File: src/include/ptb_pkg.sv
package ptb_pkg;

  localparam logic [3:0] PTB_ADDR_CONTROL = 4'h0;
  localparam logic [3:0] PTB_ADDR_COUNT   = 4'h4;
  localparam logic [3:0] PTB_ADDR_PERIOD  = 4'h8;
  localparam logic [3:0] PTB_ADDR_STATUS  = 4'hC;

  localparam int PTB_ENABLE_BIT  = 15;
  localparam int PTB_POST_LSB    = 4;
  localparam int PTB_PRE_LSB     = 2;
  localparam int PTB_MODE_LSB    = 0;
  localparam int PTB_DIR_BIT     = 15;

  localparam logic [15:0] PTB_CONTROL_RESET = 16'h0000;
  localparam logic [14:0] PTB_COUNT_RESET   = 15'h0000;
  localparam logic [14:0] PTB_PERIOD_RESET  = 15'h7fff;
  localparam logic [14:0] PTB_COUNT_ONE     = 15'h0001;
  localparam logic [3:0]  PTB_POST_ZERO     = 4'h0;

  localparam logic [5:0] PTB_PRE_DIV1  = 6'h00;
  localparam logic [5:0] PTB_PRE_DIV4  = 6'h03;
  localparam logic [5:0] PTB_PRE_DIV16 = 6'h0f;
  localparam logic [5:0] PTB_PRE_DIV64 = 6'h3f;

  typedef enum logic [1:0] {
    PTB_MODE_FREE   = 2'b00,
    PTB_MODE_SINGLE = 2'b01,
    PTB_MODE_UPDN   = 2'b10,
    PTB_MODE_UPDN2  = 2'b11
  } ptb_mode_t;

  typedef enum logic [1:0] {
    PTB_BUS_IDLE = 2'b00,
    PTB_BUS_DONE = 2'b01
  } ptb_bus_t;

  typedef struct packed {
    logic        enable;
    logic [3:0]  output_postscale_select;
    logic [1:0]  input_clock_prescale_select;
    ptb_mode_t   mode;
  } ptb_ctrl_t;

  typedef struct packed {
    ptb_ctrl_t   ctrl;
    logic [14:0] time_base_count_value;
    logic        count_direction_flag;
    logic [14:0] period;
    logic [5:0]  pre_cnt;
    logic [3:0]  post_cnt;
    logic        event_sticky;
    logic        event_pulse;
    ptb_bus_t    bus;
    logic [31:0] readdata;
  } ptb_state_t;

endpackage : ptb_pkg

File: src/hw/ptb_time_base.sv
// Behaviour
// - Output events divide by postscale code plus one, 1:1 up to 1:16.
// - Prescale code selects count period of 1, 4, 16 or 64 cycles.
// - Count register top bit shows direction, read-only, resets to zero.
// - Direction bit is one counting down and zero counting up.
// - Low fifteen count bits are read-write and reset to zero.
//
// Implementation choices: the register addresses and register access over Avalon-MM.
`timescale 1ns/10ps
`default_nettype none
module ptb_time_base (
  input  wire logic        core_clk_i,
  input  wire logic        rst_b_i,
  input  wire logic [3:0]  avs_address_i,
  input  wire logic        avs_read_i,
  input  wire logic        avs_write_i,
  input  wire logic [31:0] avs_writedata_i,
  input  wire logic [3:0]  avs_byteenable_i,
  output logic      [31:0] avs_readdata_o,
  output logic             avs_waitrequest_o,
  output logic             tb_event_o,
  output logic             tb_running_o
);
  import ptb_pkg::*;

  ptb_state_t st;
  ptb_state_t next_st;

  function automatic logic [5:0] pre_limit(input logic [1:0] code);
    case (code)
      2'b00:   pre_limit = PTB_PRE_DIV1;
      2'b01:   pre_limit = PTB_PRE_DIV4;
      2'b10:   pre_limit = PTB_PRE_DIV16;
      default: pre_limit = PTB_PRE_DIV64;
    endcase
  endfunction : pre_limit

  ////////////////////////////////////////////////////////////////////////////
  logic        tick;
  logic        period_hit;
  logic        req;
  logic [15:0] wdata;
  logic [15:0] ctrl_rd;
  logic        hw_event_q;
  logic        req_q;

  assign tick       = st.ctrl.enable && (st.pre_cnt == pre_limit(st.ctrl.input_clock_prescale_select));
  assign period_hit = (st.time_base_count_value == st.period);
  assign req        = (avs_read_i || avs_write_i) && (st.bus == PTB_BUS_IDLE);
  assign wdata      = {avs_byteenable_i[1] ? avs_writedata_i[15:8] : 8'h00,
                       avs_byteenable_i[0] ? avs_writedata_i[7:0]  : 8'h00};
  assign ctrl_rd    = {st.ctrl.enable, 7'h00, st.ctrl.output_postscale_select,
                       st.ctrl.input_clock_prescale_select, st.ctrl.mode};

  always_comb begin
    logic hw_event;
    hw_event = 1'b0;
    next_st = st;
    next_st.event_pulse = 1'b0;

    // Prescaler runs only while enabled.
    if (!st.ctrl.enable) begin
      next_st.pre_cnt = '0;
    end else if (tick) begin
      next_st.pre_cnt = '0;
    end else begin
      next_st.pre_cnt = st.pre_cnt + 6'h01;
    end

    if (tick) begin
      case (st.ctrl.mode)
        PTB_MODE_FREE: begin
          if (period_hit) begin
            next_st.time_base_count_value = PTB_COUNT_RESET;
            hw_event = 1'b1;
          end else begin
            next_st.time_base_count_value = st.time_base_count_value + PTB_COUNT_ONE;
          end
        end
        PTB_MODE_SINGLE: begin
          // Single event stops and disables the base once period is reached.
          if (period_hit) begin
            next_st.time_base_count_value = PTB_COUNT_RESET;
            next_st.ctrl.enable = 1'b0;
            hw_event = 1'b1;
          end else begin
            next_st.time_base_count_value = st.time_base_count_value + PTB_COUNT_ONE;
          end
        end
        PTB_MODE_UPDN, PTB_MODE_UPDN2: begin
          if (!st.count_direction_flag) begin
            if (period_hit) begin
              next_st.count_direction_flag = 1'b1;
              next_st.time_base_count_value = st.time_base_count_value - PTB_COUNT_ONE;
              hw_event = (st.ctrl.mode == PTB_MODE_UPDN2);
            end else begin
              next_st.time_base_count_value = st.time_base_count_value + PTB_COUNT_ONE;
            end
          end else begin
            if (st.time_base_count_value == PTB_COUNT_RESET) begin
              next_st.count_direction_flag = 1'b0;
              next_st.time_base_count_value = PTB_COUNT_ONE;
              hw_event = 1'b1;
            end else begin
              next_st.time_base_count_value = st.time_base_count_value - PTB_COUNT_ONE;
            end
          end
        end
        default: begin
          next_st.time_base_count_value = st.time_base_count_value;
        end
      endcase
    end

    // Postscaler passes one event in every code plus one.
    if (hw_event) begin
      if (st.post_cnt == st.ctrl.output_postscale_select) begin
        next_st.post_cnt    = PTB_POST_ZERO;
        next_st.event_pulse = 1'b1;
      end else begin
        next_st.post_cnt = st.post_cnt + 4'h1;
      end
    end

    // Bus: every access takes one wait cycle; status read clears sticky.
    next_st.bus = PTB_BUS_IDLE;
    if (req) begin
      next_st.bus = PTB_BUS_DONE;
      next_st.readdata = '0;
      if (avs_write_i) begin
        case (avs_address_i)
          PTB_ADDR_CONTROL: begin
            next_st.ctrl.enable = wdata[PTB_ENABLE_BIT];
            next_st.ctrl.output_postscale_select = wdata[PTB_POST_LSB +: 4];
            next_st.ctrl.input_clock_prescale_select = wdata[PTB_PRE_LSB +: 2];
            next_st.ctrl.mode = ptb_mode_t'(wdata[PTB_MODE_LSB +: 2]);
            next_st.post_cnt = PTB_POST_ZERO;
            // Free-running and single event only count up, so a stale down flag is dropped.
            if (next_st.ctrl.mode == PTB_MODE_FREE || next_st.ctrl.mode == PTB_MODE_SINGLE) begin
              next_st.count_direction_flag = 1'b0;
            end
          end
          PTB_ADDR_COUNT: begin
            next_st.time_base_count_value = wdata[14:0];
          end
          PTB_ADDR_PERIOD: begin
            next_st.period = wdata[14:0];
          end
          default: begin
            next_st.bus = PTB_BUS_DONE;
          end
        endcase
      end else begin
        case (avs_address_i)
          PTB_ADDR_CONTROL: next_st.readdata = {16'h0000, ctrl_rd};
          PTB_ADDR_COUNT:   next_st.readdata = {16'h0000, st.count_direction_flag,
                                                st.time_base_count_value};
          PTB_ADDR_PERIOD:  next_st.readdata = {17'h0_0000, st.period};
          PTB_ADDR_STATUS: begin
            next_st.readdata = {31'h0000_0000, st.event_sticky};
            next_st.event_sticky = 1'b0;
          end
          default:          next_st.readdata = '0;
        endcase
      end
    end
    if (next_st.event_pulse) begin
      next_st.event_sticky = 1'b1;
    end
  end

  always_ff @(posedge core_clk_i or negedge rst_b_i) begin
    if (!rst_b_i) begin
      st.ctrl                  <= ptb_ctrl_t'({PTB_CONTROL_RESET[PTB_ENABLE_BIT],
                                               PTB_CONTROL_RESET[7:0]});
      st.time_base_count_value <= PTB_COUNT_RESET;
      st.count_direction_flag  <= 1'b0;
      st.period                <= PTB_PERIOD_RESET;
      st.pre_cnt               <= PTB_PRE_DIV1;
      st.post_cnt              <= PTB_POST_ZERO;
      st.event_sticky          <= 1'b0;
      st.event_pulse           <= 1'b0;
      st.bus                   <= PTB_BUS_IDLE;
      st.readdata              <= '0;
    end else begin
      st <= next_st;
    end
  end

  assign avs_waitrequest_o = (avs_read_i || avs_write_i) && (st.bus == PTB_BUS_IDLE);
  assign avs_readdata_o    = st.readdata;
  assign tb_event_o        = st.event_pulse;
  assign tb_running_o      = st.ctrl.enable;

  ////////////////////////////////////////////////////////////////////////////
  AST_PRESCALE_GAP: assert property (@(posedge core_clk_i) disable iff (!rst_b_i)
    (tick && st.ctrl.input_clock_prescale_select == 2'b01 && !req) |=>
      (!tick [*3]))
    else $error("Prescale 1:4 ticked early.");

  AST_DIR_UP_COUNTS_UP: assert property (@(posedge core_clk_i) disable iff (!rst_b_i)
    (tick && !req && st.ctrl.mode == PTB_MODE_UPDN && !st.count_direction_flag && !period_hit)
      |=> (st.time_base_count_value == $past(st.time_base_count_value) + PTB_COUNT_ONE))
    else $error("Up direction did not increment.");

  AST_DIR_DOWN_COUNTS_DOWN: assert property (@(posedge core_clk_i) disable iff (!rst_b_i)
    (tick && !req && st.count_direction_flag && st.time_base_count_value != PTB_COUNT_RESET)
      |=> (st.time_base_count_value == $past(st.time_base_count_value) - PTB_COUNT_ONE))
    else $error("Down direction did not decrement.");

  AST_DIR_READ_ONLY: assert property (@(posedge core_clk_i) disable iff (!rst_b_i)
    (req && avs_write_i && avs_address_i == PTB_ADDR_COUNT && !tick)
      |=> $stable(st.count_direction_flag))
    else $error("Direction bit changed by software.");

  AST_COUNT_WRITE: assert property (@(posedge core_clk_i) disable iff (!rst_b_i)
    (req && avs_write_i && avs_address_i == PTB_ADDR_COUNT && avs_byteenable_i[1:0] == 2'b11)
      |=> (st.time_base_count_value == $past(avs_writedata_i[14:0])))
    else $error("Count write not stored.");

  AST_POST_1TO1: assert property (@(posedge core_clk_i) disable iff (!rst_b_i)
    (hw_event_q && st.ctrl.output_postscale_select == PTB_POST_ZERO && !req_q) |-> tb_event_o)
    else $error("1:1 postscale dropped an event.");

  AST_FREE_WRAP: assert property (@(posedge core_clk_i) disable iff (!rst_b_i)
    (tick && !req && st.ctrl.mode == PTB_MODE_FREE && period_hit)
      |=> (st.time_base_count_value == PTB_COUNT_RESET))
    else $error("Free-running mode did not wrap.");

  AST_SINGLE_STOP: assert property (@(posedge core_clk_i) disable iff (!rst_b_i)
    (tick && !req && st.ctrl.mode == PTB_MODE_SINGLE && period_hit) |=> !st.ctrl.enable)
    else $error("Single event mode did not stop.");

  always_ff @(posedge core_clk_i or negedge rst_b_i) begin
    if (!rst_b_i) begin
      hw_event_q <= 1'b0;
      req_q      <= 1'b0;
    end else begin
      // Expected raw event per mode: top in free, single and double update; bottom in both up/down modes.
      hw_event_q <= tick && (((st.ctrl.mode == PTB_MODE_FREE || st.ctrl.mode == PTB_MODE_SINGLE)
                              && period_hit)
                             || ((st.ctrl.mode == PTB_MODE_UPDN || st.ctrl.mode == PTB_MODE_UPDN2)
                                 && st.count_direction_flag
                                 && st.time_base_count_value == PTB_COUNT_RESET)
                             || (st.ctrl.mode == PTB_MODE_UPDN2 && !st.count_direction_flag
                                 && period_hit));
      req_q      <= req;
    end
  end

endmodule : ptb_time_base
`default_nettype wire

File: config.mk
export PLATFORM = sky130hd
export DESIGN_NAME = ptb_time_base
export DESIGN_NICKNAME = d
export VERILOG_FILES = /design/src/include/ptb_pkg.sv /design/src/hw/ptb_time_base.sv
export SDC_FILE = /design/constraint.sdc
export NUM_CORES = 1
export LEC_CHECK = 0
export BUFFER_PORTS_ARGS = -buffer_cell sky130_fd_sc_hd__clkbuf_2
export CAP_MARGIN = 20
export CORE_MARGIN = 1
export CORE_UTILIZATION = 50
export DETAILED_ROUTE_END_ITERATION = 16
export PLACE_DENSITY_LB_ADDON = 0.25
export SLEW_MARGIN = 10
export SYNTH_ARGS = -nofsm -noshare
export SYNTH_HDL_FRONTEND = slang
export SYNTH_SLANG_ARGS = --single-unit
File: constraint.sdc
create_clock -name core_clk_i -period 2.3 [get_ports core_clk_i]
set_input_delay 0.345 -clock core_clk_i [delete_from_list [all_inputs] [get_ports core_clk_i]]
set_output_delay 0.345 -clock core_clk_i [all_outputs]
set_load 0.01 [all_outputs]
==> run metrics, run 1 <==
maximum clock frequency 0.457 GHz; WP depth 8; # clock sinks 69; drt total wl 11.4 mm; commonest cells after routing, fill and taps aside nand2_1 (74), dfrtp_1 (54), o21ai_0 (52); Core Area 0.00864 mm2; Leakage Power 2.12 nW; failing checks negative hold slack; Post-Syn Instances 517; distinct cell type count after synthesis 64; # IOs 79; final hold violation count 6; n_diodes 0; Nets 603; initial antenna violation count 0; fin util 0.577; pwr dens 814 mW/mm2; Slew Viols, Final 0; kind of cell adding the most delay to the critical path flip-flops; row cnt 34; setup bufs post-CTS 0; CTS tree built; area grow syn2layout 12.3%; fin crit share 0.951; Rel. slew slack 0.566; Initial Utilization 0.514; Syn Std Cell Area 0.00444 mm2; r2r setup slk 0.11 ns; RR Endpoint st[64]; max-cap viol count 0; critical path cell sequence xnor2_1 > nand4_1 > nor4_2 > buf_4 > buf_4 > nor3_1 > a311oi_2 > o221ai_1; Yosys reg bits 69; Placed Area 0.00473 mm2; endpoint class of the critical path flip-flop; Residual DRC 0; DP Cell Count 652; CTS Buffer Depth 2; Buf/Inv on CP 2; commonest non-fill, non-tap cell in the layout nand2_1; ys flop type dfrtp_1; fraction of registers with async set/reset 1.00; Worst Path Required 2.52 ns; CP peak stage delay 0.56 ns; final setup fails 0; Worst Tran Pin Value 0.649 ns; top cell type's share of synthesized area 0.304; Die H 96.2 um; routability cong. 0.885; Skew-Pair Late Insertion Delay 0.35 ns; vias per inst 5.80; Layout Cells excl Fill 668; Placement Setup Slack -0.0200 ns; EDFF count, synth 0; worst path arrival time 2.41 ns; CP max FO 14; total track usage 0.263; Clock Skews 0.0136 ns; WS Path Type flip-flop to flip-flop; Yosys Warn Count 0; Die Wd 96.2 um; Setup TNS 0 ns; RSZ-0062 raised after global routing no; Hold Crit Class input pin to asynchronous set/reset pin; Synth area leader dfrtp_1; final worst slack 0.113 ns; port buffer count 44; Die ar. 0.00926 mm2; Overflow after GRT 0; Critical R2R Launch st[55]; sequential share of the synthesized area 0.393; clock-pin slew on the worst setup and hold paths 0.08 ns; R2R depth 8; synth top area cells dfrtp_1 (30%), dfstp_2 (8.9%), nand2_1 (6.3%); CP max-delay cell dfstp_2; first-pass GRT wire length 18.3 mm; antenna viol nets, final 0; 1st-iter DRT viols 245; CTS buffer count 9; CP Capture Point st[64]; Routed WL per cell 17.1 um; hold slack final -0.00703 ns; H-Tree Depth 3; cell mode on critical path buf_4; worst vdd ir 0.352 mV; Final Critical Period 2.19 ns; share of layout cells above drive strength 1 0.230; largest net degree at the start of global routing 70; vias in the first global route 3638; vias 3876; syn_area_per_cell 8.58 um2; CP startpoint kind flip-flop; Critical Path Start st[55]; CTS root buf clkbuf_8; final instance area 0.00499 mm2; status finished with violations; HPWL after DPL 8.27 mm; 1st-pass router iterations 4
-- flip-flops by register name, summed over array words and instances, names as in the netlist --
signal          flops
st                 43
avs_readdata_o     16
ctrl_rd             8
tb_event_o          1
tb_running_o        1
-- what timing repair did --
item	in CTS	in global routing
pin swaps	0	0
setup endpoints to repair	2	12
hold endpoints to repair	0	0
hold buffers	0	0
resized for setup	3	3
-- logic make-up (layout without fill, tap and decap cells) --
kind of cell               count (synthesis)  after routing  share of synthesized area
and+or+nand+nor                          188            188                      0.218
buffers and inverters                     79            107                      0.101
other                                      1             16                   0.000845
xor gates and xnor gates                  30             30                     0.0592
DFF                                       69             69                      0.393
AOI/OAI and AO/OA                        146            146                      0.217
adders and majority gates                  4              4                     0.0113
-- per-layer routing --
layer  GRT usage  part of all wire
met5           0                 0
met3      0.0419             0.054
met2       0.409              0.45
met1       0.354              0.46
met4       0.129             0.031
-- final cells by class --
class / count / area (um2)
clock buffer: 11 / 151
clock inverter: 5 / 81.3
fill: 781 / 3650
inverter: 9 / 33.8
multi-input combinational: 384 / 2320
sequential: 69 / 1750
tap: 108 / 135
timing repair buffer: 82 / 518
-- through the flow --
| step | hold WS, ns | power [W] |
|---|---|---|
| after floorplan | 0.0494 | 0.00243 |
| after global placement | 0.396 | 0.00283 |
| after detailed placement | 0.398 | 0.00286 |
| after CTS | 0.0133 | 0.00404 |
| after global routing | 0.0283 | 0.00429 |
| final | -0.00703 | 0.00406 |
-- worst min-delay path by stage --
stage	startpoint	to	slack, ns	cells past startpoint
2_1_floorplan	rst_b_i	avs_readdata_o[0]	0.05	0
3_3_place_gp	rst_b_i	st[38]	0.40	2
3_5_place_dp	rst_b_i	avs_readdata_o[0]	0.40	2
4_1_cts	rst_b_i	avs_readdata_o[0]	0.01	2
5_1_grt	rst_b_i	st[35]	0.03	2
6_report	rst_b_i	avs_readdata_o[0]	-0.007	2
-- Yosys cell counts, types with 4 or more instances --
cell,number
inv_1,9
o21ai_1,4
o221ai_1,6
xnor2_1,25
nand3_1,20
dfrtp_1,54
a22o_1,8
o22ai_1,4
and3_1,6
dfstp_2,15
buf_2,6
ha_1,4
buf_4,36
nor2_1,24
o21ai_0,52
or3_1,5
and2_1,8
nand2_1,74
a22oi_1,13
nor3_1,11
nor2b_1,7
clkbuf_1,23
a221oi_1,4
nand4_1,11
nor4_1,5
xor2_1,5
a21oi_1,21
-- power breakdown --
group	leakage (nW)	internal [W]	switching, W	total (W)
sequential	0.867	0.00140	0.000187	0.00159
combinational	1.14	0.000570	0.000723	0.00129
clock	0.116	0.000672	0.000504	0.00118
Note: power is estimated with default switching activity, not from simulation.
==> run 2: changes to the inputs <==
--- a/config.mk
+++ b/config.mk
@@ -7,6 +7,7 @@
 export LEC_CHECK = 0
 export BUFFER_PORTS_ARGS = -buffer_cell sky130_fd_sc_hd__clkbuf_2
 export CAP_MARGIN = 20
+export CORE_ASPECT_RATIO = 0.6
 export CORE_MARGIN = 1
 export CORE_UTILIZATION = 50
 export DETAILED_ROUTE_END_ITERATION = 16
==> run 2 against run 1 <==
The flow now finishes without violations. Routed wire length rose by 9.1%. Non-clock buffer count rose by 3. Cell area rose by 2.9%. Via count rose by 5.1%. Clock power rose by 31%. Register-to-register slack got worse by 0.05 ns. Global-route usage rose by 1.9 points. Die area rose by 0.13%. Sequential share of layout area fell by 0.97 points.
==> run metrics, run 2 (synthesis results as in run 1) <==
pwr dens 874 mW/mm2 (+7.4%); Die Wd 124 um (+28%); total chip power 0.00449 W (+10%); critical path cell sequence inv_1 > ha_1 > nor2b_2 > nand4_2 > or2_4 > o211a_4 > a221oi_1 > o32ai_2; HPWL after DPL 9.53 mm (+15%); DP Cell Count 659 (+1.1%); row cnt 26 (-24%); max-cap viol count 0 (unchanged); Clock Skews 0.00773 ns (-0.00590 ns); n_diodes 0 (unchanged); first-pass GRT wire length 19.1 mm (+4.7%); Worst Tran Pin Value 0.649 ns (+0.000138 ns); Overflow after GRT 0 (unchanged); sequential cell area 0.00175 mm2 (about the same); Setup TNS 0 ns (unchanged); share of layout cells above drive strength 1 0.240 (+0.00943); cts repair resizes 0 (-3); CTS Buffer Depth 2 (unchanged); Buf/Inv on CP 1 (-1); Nets 606 (+0.50%); CTS tree built; Worst Path Required 2.50 ns (-0.02 ns); setup bufs post-CTS 0 (unchanged); maximum clock frequency 0.448 GHz (-2.0%); Biggest register st; # IOs 79 (unchanged); CP startpoint kind flip-flop; vias in the first global route 3504 (-3.7%); CP peak stage delay 0.44 ns (-0.12 ns); Residual DRC 0 (unchanged); largest net degree at the start of global routing 31 (-56%); final setup fails 0 (unchanged); worst vdd ir 0.460 mV (+31%); Slew Viols, Final 0 (unchanged); CTS root buf clkbuf_16; routability cong. 0.944 (+6.7%); worst path arrival time 2.43 ns (+0.02 ns); CP max FO 9 (-5); kind of cell adding the most delay to the critical path compound AO/OA/AOI/OAI gates; Skew-Pair Late Insertion Delay 0.34 ns (about the same); # clock sinks 69 (unchanged); antenna viol nets, final 0 (unchanged); area of the multi-input gates 0.00234 mm2 (+0.70%); port buffer count 44 (unchanged); H-Tree Depth 3 (unchanged); endpoint class of the critical path flip-flop; area grow syn2layout 15.6%; Routed WL per cell 18.5 um (+8.0%); Layout Cells excl Fill 675 (+1.0%); total track usage 0.282 (+0.0187); final hold violation count 0 (-6); Die ar. 0.00927 mm2 (+0.13%); vias 4072 (+5.1%); drt total wl 12.5 mm (+9.1%); initial antenna violation count 0 (unchanged); Core Area 0.00856 mm2 (-0.93%); 1st-iter DRT viols 466 (+90%); Leakage Power 2.18 nW (+2.9%); Final Critical Period 2.23 ns (+0.0455 ns); WS Path Type flip-flop to flip-flop; commonest non-fill, non-tap cell in the layout nand2_1; Hold Buf Count CTS 0 (unchanged); Die H 75.0 um (-22%); fin crit share 0.971 (+0.0198); status finished, final reports clean; clock-pin slew on the worst setup and hold paths 0.06 ns (-0.02 ns); Rel. slew slack 0.567 (+0.000956); 1st-pass router iterations 5 (+1); fill count 761 (-2.6%); commonest cells after routing, fill and taps aside nand2_1 (74), dfrtp_1 (53), o21ai_0 (52); Initial Utilization 0.519 (+0.00481); max FFs per register 43 (unchanged); CTS buffer count 9 (unchanged); CP max-delay cell dfrtp_1; Hold Crit Class input pin to asynchronous set/reset pin; RSZ-0062 raised after global routing no; vias per inst 6.03 (+4.0%)
## run 2: worst paths after layout
path,startpoint,endpoint,slack (ns),depth (start not counted)
max in group asynchronous,rst_b_i,st[55],1.55,2
max,st[62],st[70],0.07,8
min reg2reg,avs_readdata_o[14],avs_readdata_o[14],0.49,2
min in group core_clk_i,avs_writedata_i[9],st[55],0.27,3
max reg2reg,st[62],st[70],0.07,8
min,rst_b_i,tb_event_o,0.03,1
## run 2: area by class of cell
class	instances	area share
Multi-Input combinational cell	384	0.455
Inverter	9	0.00658
Sequential cell	69	0.340
Timing Repair Buffer	85	0.105
Clock buffer	10	0.0466
Tap cell	112	0.0273
Clock inverter	6	0.0183
## run 2: through the flow
step | area [um2] | worst slack [ns] | utilization | hold WS (ns)
2_1_floorplan | 4490 | 0.0763 | - | 0.0494
3_3_place_gp | 4760 | 0.0794 | 0.556 | 0.403
3_5_place_dp | 4760 | 0.0433 | 0.556 | 0.414
4_1_cts | 5090 | 0.0145 | 0.595 | 0.0561
5_1_grt | 5130 | 0.00217 | 0.600 | 0.0780
6_report | 5130 | 0.0672 | 0.600 | 0.0315
## run 2: report_power, final
| part | switching (W) | leakage [nW] | internal (W) |
|---|---|---|---|
| Clock | 0.000552 | 0.159 | 0.000986 |
| Sequential | 0.000240 | 0.867 | 0.00140 |
| Combinational | 0.000738 | 1.16 | 0.000565 |
## run 2: per-layer routing
layer	GRT usage	up-vias	wire, um
met1	0.445	1961	5960
met4	0.0790	0	157
met2	0.369	199	4960
li1	-	1896	-
met3	0.0727	16	1380
met5	0	-	0
## run 2: worst reg2reg max path, delay by kind of cell (launching register included)
kind	cells	cell delay (ns)
AO/OA/AOI/OAI	3	0.75
AND/OR/NAND/NOR	3	0.61
flip-flops	1	0.44
adder cells (fa/ha/maj)	1	0.18
buffers and inverters	1	0.12
